**config.mk**
```make
export PLATFORM = sky130hd
export DESIGN_NAME = isf_irq0_source_flags
export DESIGN_NICKNAME = d
export VERILOG_FILES = /design/src/isf_pkg.sv /design/src/isf_irq0_source_flags.sv
export SDC_FILE = /design/constraint.sdc
export NUM_CORES = 1
export LEC_CHECK = 0
export BUFFER_PORTS_ARGS = -buffer_cell sky130_fd_sc_hd__buf_2
export CAP_MARGIN = 20
export CORE_MARGIN = 2
export CORE_UTILIZATION = 42
export DETAILED_ROUTE_END_ITERATION = 8
export GPL_TIMING_DRIVEN = 0
export PLACE_DENSITY = 0.74
export SYNTH_ARGS = -nofsm -noshare
export SYNTH_HDL_FRONTEND = slang
export SYNTH_SLANG_ARGS = --single-unit
```
**constraint.sdc**
```tcl
create_clock -name I_SYS_CLK -period 2 [get_ports I_SYS_CLK]
set_clock_uncertainty 0.1 [all_clocks]
set_input_delay 0.4 -clock I_SYS_CLK [delete_from_list [all_inputs] [get_ports I_SYS_CLK]]
set_output_delay 0.4 -clock I_SYS_CLK [all_outputs]
set_load 0.02 [all_outputs]
```
**src/isf_pkg.sv**
```systemverilog
package isf_pkg;

  // ****************************************************************
  // Register map (printed offsets are indices, byte address = 4 x index)
  // ****************************************************************
  localparam logic [7:0] ISF_SRC_IDX = 8'h80;
  localparam logic [7:0] ISF_MASK_IDX = 8'h93;
  localparam logic [31:0] ISF_SRC_ADDR = {22'h000000, ISF_SRC_IDX, 2'b00};
  localparam logic [31:0] ISF_MASK_ADDR = {22'h000000, ISF_MASK_IDX, 2'b00};

  // ****************************************************************
  // Reset values
  // ****************************************************************
  localparam logic [7:0] ISF_SRC_RESET = 8'h0C;
  localparam logic [7:0] ISF_MASK_RESET = 8'hFF;

  // ****************************************************************
  // Field positions of the source and mask registers
  // ****************************************************************
  localparam int ISF_BIT_USB_EVENT = 7;
  localparam int ISF_BIT_SETUP = 6;
  localparam int ISF_BIT_RESERVED = 5;
  localparam int ISF_BIT_DRIVE_IRQ = 4;
  localparam int ISF_BIT_BUF_B_OUT = 3;
  localparam int ISF_BIT_BUF_A_OUT = 2;
  localparam int ISF_BIT_BUF_B_IN = 1;
  localparam int ISF_BIT_BUF_A_IN = 0;

  // ****************************************************************
  // AHB-Lite encodings
  // ****************************************************************
  localparam logic [1:0] ISF_HTRANS_NONSEQ = 2'h2;
  localparam logic ISF_HRESP_OKAY = 1'b0;

  // ****************************************************************
  // Data phase sequencer
  // ****************************************************************
  typedef enum logic [3:0] {
    ISF_ST_IDLE = 4'b0001,
    ISF_ST_WRITE = 4'b0010,
    ISF_ST_RD_WAIT = 4'b0100,
    ISF_ST_RD_DONE = 4'b1000
  } isf_state_t;

endpackage : isf_pkg

```
**src/isf_irq0_source_flags.sv**
```systemverilog
// The AHB-Lite slave port is this design's own decision.
`timescale 1ns/1ps

module isf_irq0_source_flags (
  input wire logic I_SYS_CLK,
  input wire logic I_RESETN,
  input wire logic I_HSEL,
  input wire logic [31:0] I_HADDR,
  input wire logic [1:0] I_HTRANS,
  input wire logic I_HWRITE,
  input wire logic [2:0] I_HSIZE,
  input wire logic I_HREADY,
  input wire logic [31:0] I_HWDATA,
  output logic [31:0] O_HRDATA,
  output logic O_HREADYOUT,
  output logic O_HRESP,
  input wire logic I_USB_EVENT_PENDING,
  input wire logic I_SETUP_RX,
  input wire logic I_EP0_DATA_RX,
  input wire logic I_DRIVE_INTERRUPT_FLAG,
  input wire logic I_BUF_B_OUTPUT_DONE,
  input wire logic I_BUF_A_OUTPUT_DONE,
  input wire logic I_BUF_B_INPUT_DONE,
  input wire logic I_BUF_A_INPUT_DONE,
  input wire logic I_AUTO_TRANSFER,
  input wire logic I_AUTO_CLR_B_INPUT,
  input wire logic I_AUTO_CLR_A_INPUT,
  input wire logic I_READ_BUFFER_SELECT_TOGGLE_WR,
  input wire logic I_READ_BUFFER_SELECT_TOGGLE_VAL,
  output logic O_CORE_IRQ_INPUT_ZERO,
  output logic O_CONTROL_ENDPOINT_RX_FLAG_SET,
  output logic O_CONTROL_ENDPOINT_RX_BLOCK
);

  // ****************************************************************
  // AHB-Lite slave
  // ****************************************************************
  isf_pkg::isf_state_t state_q;
  isf_pkg::isf_state_t state_d;
  logic [31:0] addr_q;
  logic [31:0] hrdata_q;
  logic [31:0] rd_mux;
  wire accept = I_HSEL && I_HREADY && (I_HTRANS == isf_pkg::ISF_HTRANS_NONSEQ);
  wire hit_src_q = (addr_q == isf_pkg::ISF_SRC_ADDR);
  wire hit_mask_q = (addr_q == isf_pkg::ISF_MASK_ADDR);
  wire wr_src = (state_q == isf_pkg::ISF_ST_WRITE) && hit_src_q;
  wire wr_mask = (state_q == isf_pkg::ISF_ST_WRITE) && hit_mask_q;
  wire rd_src = (state_q == isf_pkg::ISF_ST_RD_WAIT) && hit_src_q;
  wire [7:0] wr1 = wr_src ? I_HWDATA[7:0] : 8'h00;

  // Reads take one wait state so read data comes from a flip-flop
  assign O_HREADYOUT = (state_q != isf_pkg::ISF_ST_RD_WAIT);
  assign O_HRESP = isf_pkg::ISF_HRESP_OKAY;
  assign O_HRDATA = hrdata_q;

  // Next data phase state
  always_comb
  begin
    state_d = isf_pkg::ISF_ST_IDLE;
    unique case (state_q)
      isf_pkg::ISF_ST_RD_WAIT:
      begin
        state_d = isf_pkg::ISF_ST_RD_DONE;
      end
      isf_pkg::ISF_ST_IDLE, isf_pkg::ISF_ST_WRITE, isf_pkg::ISF_ST_RD_DONE:
      begin
        if (accept)
        begin
          state_d = I_HWRITE ? isf_pkg::ISF_ST_WRITE : isf_pkg::ISF_ST_RD_WAIT;
        end
      end
      default:
      begin
        state_d = isf_pkg::ISF_ST_IDLE;
      end
    endcase
  end

  // Address phase capture and sequencer
  always_ff @(posedge I_SYS_CLK or negedge I_RESETN)
  begin
    if (!I_RESETN)
    begin
      state_q <= isf_pkg::ISF_ST_IDLE;
      addr_q <= 32'h00000000;
    end
    else
    begin
      state_q <= state_d;
      if (accept)
      begin
        addr_q <= I_HADDR;
      end
    end
  end

  // ****************************************************************
  // Source and mask registers
  // ****************************************************************
  logic setup_q;
  logic dup_q;
  logic drive_q;
  logic drive_prev_q;
  logic buf_b_out_q;
  logic buf_a_out_q;
  logic buf_b_in_q;
  logic buf_a_in_q;
  logic [7:0] mask_q;
  logic setup_d;
  wire [7:0] src_view;

  // Duplicate SETUP: one low cycle then high again
  wire setup_dup = I_SETUP_RX && setup_q && !dup_q;
  always_comb
  begin
    setup_d = setup_q;
    if (dup_q)
    begin
      setup_d = 1'b1;
    end
    else if (setup_dup)
    begin
      setup_d = 1'b0;
    end
    else if (I_SETUP_RX)
    begin
      setup_d = 1'b1;
    end
    else if (wr1[isf_pkg::ISF_BIT_SETUP])
    begin
      setup_d = 1'b0;
    end
  end

  // Set and clear terms of the other flags; set wins everywhere
  wire drive_rise = I_DRIVE_INTERRUPT_FLAG && !drive_prev_q;
  wire drive_d = drive_rise || (drive_q && !wr1[isf_pkg::ISF_BIT_DRIVE_IRQ]);
  wire tog_one = I_READ_BUFFER_SELECT_TOGGLE_WR && I_READ_BUFFER_SELECT_TOGGLE_VAL;
  wire tog_zero = I_READ_BUFFER_SELECT_TOGGLE_WR && !I_READ_BUFFER_SELECT_TOGGLE_VAL;
  // Writing 1 to bits 3 and 2 restores their reset value of one
  wire buf_b_out_d = I_BUF_B_OUTPUT_DONE || wr1[isf_pkg::ISF_BIT_BUF_B_OUT] || (buf_b_out_q && !tog_one);
  wire buf_a_out_d = I_BUF_A_OUTPUT_DONE || wr1[isf_pkg::ISF_BIT_BUF_A_OUT] || (buf_a_out_q && !tog_zero);
  wire clr_b_in = wr1[isf_pkg::ISF_BIT_BUF_B_IN] || (I_AUTO_TRANSFER && I_AUTO_CLR_B_INPUT);
  wire clr_a_in = wr1[isf_pkg::ISF_BIT_BUF_A_IN] || (I_AUTO_TRANSFER && I_AUTO_CLR_A_INPUT);
  wire buf_b_in_d = I_BUF_B_INPUT_DONE || (buf_b_in_q && !clr_b_in);
  wire buf_a_in_d = I_BUF_A_INPUT_DONE || (buf_a_in_q && !clr_a_in);

  // Flag storage
  always_ff @(posedge I_SYS_CLK or negedge I_RESETN)
  begin
    if (!I_RESETN)
    begin
      setup_q <= isf_pkg::ISF_SRC_RESET[isf_pkg::ISF_BIT_SETUP];
      dup_q <= 1'b0;
      drive_q <= isf_pkg::ISF_SRC_RESET[isf_pkg::ISF_BIT_DRIVE_IRQ];
      drive_prev_q <= 1'b0;
      buf_b_out_q <= isf_pkg::ISF_SRC_RESET[isf_pkg::ISF_BIT_BUF_B_OUT];
      buf_a_out_q <= isf_pkg::ISF_SRC_RESET[isf_pkg::ISF_BIT_BUF_A_OUT];
      buf_b_in_q <= isf_pkg::ISF_SRC_RESET[isf_pkg::ISF_BIT_BUF_B_IN];
      buf_a_in_q <= isf_pkg::ISF_SRC_RESET[isf_pkg::ISF_BIT_BUF_A_IN];
    end
    else
    begin
      setup_q <= setup_d;
      dup_q <= setup_dup;
      drive_q <= drive_d;
      drive_prev_q <= I_DRIVE_INTERRUPT_FLAG;
      buf_b_out_q <= buf_b_out_d;
      buf_a_out_q <= buf_a_out_d;
      buf_b_in_q <= buf_b_in_d;
      buf_a_in_q <= buf_a_in_d;
    end
  end

  // Mask register, all sources masked after reset
  always_ff @(posedge I_SYS_CLK or negedge I_RESETN)
  begin
    if (!I_RESETN)
    begin
      mask_q <= isf_pkg::ISF_MASK_RESET;
    end
    else if (wr_mask)
    begin
      mask_q <= I_HWDATA[7:0];
    end
  end

  // Register view: live USB summary, reserved bit zero
  assign src_view = {I_USB_EVENT_PENDING, setup_q, 1'b0, drive_q, buf_b_out_q, buf_a_out_q, buf_b_in_q, buf_a_in_q};

  // Read data selection, unmapped reads return zero
  assign rd_mux = hit_src_q ? {24'h000000, src_view} : (hit_mask_q ? {24'h000000, mask_q} : 32'h00000000);

  // Read data register
  always_ff @(posedge I_SYS_CLK or negedge I_RESETN)
  begin
    if (!I_RESETN)
    begin
      hrdata_q <= 32'h00000000;
    end
    else if (state_q == isf_pkg::ISF_ST_RD_WAIT)
    begin
      hrdata_q <= rd_mux;
    end
  end

  // ****************************************************************
  // Outputs to the core and the endpoint-0 receiver
  // ****************************************************************
  // Mask only gates the output, flags set regardless
  assign O_CORE_IRQ_INPUT_ZERO = |(src_view & ~mask_q);
  // Endpoint-0 data is held off while the SETUP flag stands
  assign O_CONTROL_ENDPOINT_RX_BLOCK = setup_q;
  assign O_CONTROL_ENDPOINT_RX_FLAG_SET = I_EP0_DATA_RX && !setup_q && !I_SETUP_RX;

  wire others_idle = ((src_view & ~mask_q & 8'hBF) == 8'h00);
  wire no_events = !I_USB_EVENT_PENDING && !I_DRIVE_INTERRUPT_FLAG && !I_BUF_B_OUTPUT_DONE
                   && !I_BUF_A_OUTPUT_DONE && !I_BUF_B_INPUT_DONE && !I_BUF_A_INPUT_DONE;
endmodule : isf_irq0_source_flags

```
Word-level counts from Yosys, hierarchy flattened:

Index checks and enable logic that the tools add are counted.

* add/sub/neg operators: 0
* multiply operators: 0
* div/mod/pow operators: 0
* magnitude comparators: 0
* equality and inequality tests: 8
* shift operators: 0
* muxes and demuxes: 10
* bitwise gates (word level): 2
* reduce and logical (&&, ||, !) cells: 40

Operators by type and width (count)
* $eq 32x10->1 const B: 2
* $logic_and 1x1->1: 18
* $mux 8: 2
* $logic_not 1->1: 10
* $logic_or 1x1->1: 9
* $and 8x8->8: 1
* $not 8->8: 1
* $pmux 4 s2: 1
* $reduce_or 8->1: 1
* $mux 7: 1
* $mux 3: 2
* $eq 4x1->1 const B: 1
* $eq 4x2->1 const B: 1
* $eq 4x3->1 const B: 1
* $eq 4x4->1 const B: 1
* $mux 1: 4
* $ne 4x3->1 const B: 1
* $reduce_bool 4->1: 1
* $reduce_or 3->1: 1
* $eq 2x2->1 const B: 1

* flip-flop bits (word level): 84
* bits in latches: 0
* memory bits (writable): 0
* memory bits (read-only): 0
* output and inout port bits: 37
* logic and storage cells: 72
* memories: 0

Logic depth before layout (Yosys ltp):

* depth in word-level cells: 7
* gate-level depth with buffers: 5
* gate-level depth less buffers: 4

Worst setup path after synthesis:

Ideal clock, no wire load.

* path type: reg2reg
* start: reg addr_q[5]
* end: reg mask_q[0]
* data arrival time: 1.793 ns
* data required time: 1.818 ns
* setup slack: 0.025 ns
* stages on the path, launching flop included: 5
* path buffers: 0
* cells stage by stage: dfrtp_1 nor4b_2 nand4_1 nor4_4 mux2_2

* word-level cells in the longest chain between the ends: 2

RTL lines
* from (decl): line isf_irq0_source_flags.sv:40 `logic [31:0] addr_q;`
* from (signal assigned): line isf_irq0_source_flags.sv:85 `addr_q <= 32'h00000000;`
* from (signal assigned): line isf_irq0_source_flags.sv:92 `addr_q <= I_HADDR;`
* $eq 32x10->1: line isf_irq0_source_flags.sv:45 `wire hit_mask_q = (addr_q == isf_pkg::ISF_MASK_ADDR);`
* $logic_and 1x1->1: line isf_irq0_source_flags.sv:47 `wire wr_mask = (state_q == isf_pkg::ISF_ST_WRITE) && hit_mask_q;`
* to (signal assigned): line isf_irq0_source_flags.sv:180 `mask_q <= isf_pkg::ISF_MASK_RESET;`
* to (signal assigned): line isf_irq0_source_flags.sv:184 `mask_q <= I_HWDATA[7:0];`
* to (decl): line isf_irq0_source_flags.sv:108 `logic [7:0] mask_q;`

Every way passes these cells.
A chain may end at the register's enable or synchronous reset.

Worst setup path in the final report:

* start: reg mask_q[2]
* end: out O_CORE_IRQ_INPUT_ZERO

* word-level cells in the longest chain between the ends: 3

RTL lines
* $not 8->8
* $and 8x8->8
* $reduce_or 8->1: line isf_irq0_source_flags.sv:211 `assign O_CORE_IRQ_INPUT_ZERO = |(src_view & ~mask_q);`
* to (decl): line isf_irq0_source_flags.sv:30 `output logic O_CORE_IRQ_INPUT_ZERO,`

Every way passes these cells.

==> results.py <==
metrics = {
    "synth": {
        "ys_seq_elements": 60,
        "synth_top_area_share_pct": 45.1,
        "synth_top_area_cell": "dfrtp_1",
        "avgSynthCellArea_um2": 12.9,
        "synth_common_cells": "dfrtp_1, mux2_2, buf_4",
        "synth.area.top_cells": "dfrtp_1, mux2_2, dfstp_2, buf_4, a221o_1",
        "synth.cell_area_um2": 2720,
        "async_reset_ff_share_pct": 100,
        "yosysMostFrequentCell": "dfrtp_1",
        "synth_edf_count": 0,
        "synthFlopType": "dfrtp_1",
        "yosysWarnings": 0,
        "synthCells": 211,
        "ys_seq_area_share_pct": 55.7,
        "ys_types": 39,
    },
    "detailed_routing": {
        "routed_wl_mm": 5.66,
        "route.detailed.drc": 0,
        "routed_via_density": 4.76,
        "drt_iter0_drc": 70,
        "drtAntennaViolNets": 0,
        "vias": 1987,
        "drt_pre_antenna_iters": 4,
        "routedWlPerCell_um": 13.6,
    },
    "pwr": {
        "p_total_mw": 3.11,
        "seqPwrFrac_pct": 47.8,
        "switching_power_mw": 0.767,
        "combPwrFrac_pct": 13.3,
        "switching_share_pct": 24.6,
        "clockPowerShare_pct": 38.9,
        "intPower_mw": 2.34,
        "powerDensity_nw_per_um2": 822,
        "leakage_nw": 1.91,
        "ir_drop_mv": 0.592,
    },
    "floorplanning": {
        "rows": 29,
        "start_util_pct": 43.1,
        "io_pins": 124,
        "fp.dieW_um": 84.5,
        "die_area_um2": 7140,
        "core_area_um2": 6310,
        "die_h_um": 84.5,
    },
    "setup_path": {
        "startpoint_type": "register",
        "timing.rr.start": "addr_q[14]",
        "slowest_delay_ps": 540,
        "rrSetupSlack_ps": 40,
        "end_kind": "output pin",
        "criticalPathCategory": "register to output pin",
        "worstPathArrival_ps": 1620,
        "r2r_cells": 6,
        "cp_max_fo": 2,
        "crit_slowest_cell": "dfstp_2",
        "path_cells": "o22ai_2 -> or4_4 -> buf_6",
        "crit_required_ps": 1500,
        "reg2reg_to": "mask_q[4]",
    },
    "finish": {
        "final_area_um2": 3780,
        "drive_above_1_share_pct": 57.9,
        "n_fill_cell": 539,
        "diodes": 0,
        "area_delta_synth_final_pct": 39.0,
        "finalNetCount": 422,
        "layoutNonFillerInstCount": 417,
        "fin_util_pct": 59.9,
    },
    "global_route": {
        "grt_pass1_vias": 1971,
        "track_usage_pct": 16.8,
        "grt_max_degree": 32,
        "overflow": 0,
        "grt_pass1_wl_mm": 9.29,
        "antenna_found_initial": 0,
    },
    "status": {
        "violations": "negative hold slack, negative setup slack",
        "outcome": "complete, but fails checks",
    },
    "clocking": {
        "cts_tree": "built",
        "numCtsBuffers": 9,
        "root_buffer": "clkbuf_8",
        "clock_sinks": 60,
        "clk_latency_ps": 340,
        "cts_max_level": 3,
        "cts_buffer_depth": 2,
        "clk_pin_slew_ps": 70,
    },
    "placed_design": {
        "placed_cells": 384,
        "place_congestion": 0.728,
        "io_buffers": 71,
        "dpl_cell_area_um2": 3280,
        "place_ws_ps": -368,
        "place.detailed.hpwl_mm": 3.92,
    },
    "sta": {
        "hold_violations": 2,
        "timing.final.crit_period_ps": 2120,
        "fmax_mhz": 472,
        "holdWs_ps": -2.30,
        "tightest_slew_ps": 687,
        "max_slew_margin_pct": 54.2,
        "setup_slack_ps": -117,
        "post-route-period-util_pct": 106,
        "slew_violations": 0,
        "setup_viol": 1,
        "rsz0062_at_grt": "yes",
    },
    "hold_path": {
        "hold_path_class": "input pin to asynchronous set/reset pin",
    },
    "job": {
        "cap_violations": 0,
    },
}
==> critical path, delay by kind of cell (launching register included) <==
kind / cells / cell delay, ps
flops: 1 / 540
simple gates: 1 / 520
buf+inv: 1 / 150
compound gates: 1 / 80
==> state kept, by name, indices dropped and copies added, names as in the netlist <==
name / count
O_CONTROL_ENDPOINT_RX_BLOCK: 1
drive_prev_q: 1
O_HRDATA: 8
addr_q: 32
buf_b_out_q: 1
buf_b_in_q: 1
state_q: 4
buf_a_out_q: 1
drive_q: 1
dup_q: 1
mask_q: 8
buf_a_in_q: 1
==> power groups by stage <==
stage,Clock (mW),Sequential (mW),Combinational (mW)
after floorplan,0,1.47,0.275
after global placement,0,1.48,0.383
after detailed placement,0,1.49,0.401
after CTS,1.23,1.47,0.410
after global routing,1.29,1.51,0.458
final,1.21,1.49,0.415
==> metrics by stage <==
stage | hold slack [ps] | setup TNS (ps)
after floorplan | 4.41 | 0
after global placement | 335 | -6310
after detailed placement | 339 | -7220
after CTS | 4.54 | -147
after global routing | 24.7 | -628
final | -2.30 | -117
==> layer usage <==
metal,GRT usage [%],wire length (µm),vias to the layer above
met2,26.0,2550,84
met1,21.0,2480,935
met5,0,0,-
li1,-,-,957
met3,6.39,517,11
met4,7.22,107,0
==> cell families after synthesis <==
| kind of cell | count (synthesis) | share of synthesized area (%) |
|---|---|---|
| buffers and inverters | 42 | 9.29 |
| XOR/XNOR | 1 | 0.322 |
| AO/OA/AOI/OAI | 25 | 6.94 |
| flip-flops | 60 | 55.7 |
| other | 1 | 0.138 |
| AND/OR/NAND/NOR | 41 | 10.7 |
| multiplexers | 41 | 16.9 |
==> cells in the final DEF (no fill, tap or decap), types with 2 or more instances in the layout <==
| cell | instances |
|---|---|
| a211o_1 | 2 |
| a21oi_1 | 5 |
| a221o_1 | 7 |
| a31oi_1 | 2 |
| and2_0 | 7 |
| buf_2 | 69 |
| buf_4 | 38 |
| buf_6 | 6 |
| bufinv_16 | 2 |
| clkbuf_1 | 5 |
| clkbuf_8 | 10 |
| conb_1 | 25 |
| dfrtp_1 | 47 |
| dfrtp_2 | 2 |
| dfstp_2 | 11 |
| inv_1 | 12 |
| mux2_2 | 32 |
| mux2_4 | 8 |
| nand2_1 | 3 |
| nand4_1 | 2 |
| nor2_1 | 6 |
| nor4_1 | 2 |
| nor4_2 | 3 |
| nor4_4 | 5 |
| o22ai_1 | 3 |
==> worst max-delay path by stage <==
stage | cells past startpoint | slack [ps] | from | end
2_1_floorplan | 4 | 30 | addr_q[5] | mask_q[0]
3_3_place_gp | 4 | -340 | addr_q[25] | mask_q[2]
3_5_place_dp | 4 | -370 | addr_q[25] | mask_q[6]
4_1_cts | 3 | -150 | mask_q[2] | O_CORE_IRQ_INPUT_ZERO
5_1_grt | 3 | -160 | mask_q[2] | O_CORE_IRQ_INPUT_ZERO
6_report | 3 | -120 | mask_q[2] | O_CORE_IRQ_INPUT_ZERO
==> final cells by class <==
cell class,instances,area [µm²],area share (%)
plain buffers,29,214,5.66
clock buffers,12,145,3.84
clock inverters,4,72.6,1.92
inverters,13,48.8,1.29
multi-input cells,133,1160,30.6
flip-flops and latches,60,1520,40.1
well taps,77,96.3,2.55
repair buffers,89,531,14.0
==> timing repair <==
item                                    CTS  global route
pin swaps                                 8             9
resized for setup                        12            21
hold buffers                              0             0
endpoints found under the setup margin   24            24
buffers inserted                         10             7
hold endpoints to repair                  0             0
Note: power is estimated with default switching activity, not from simulation.
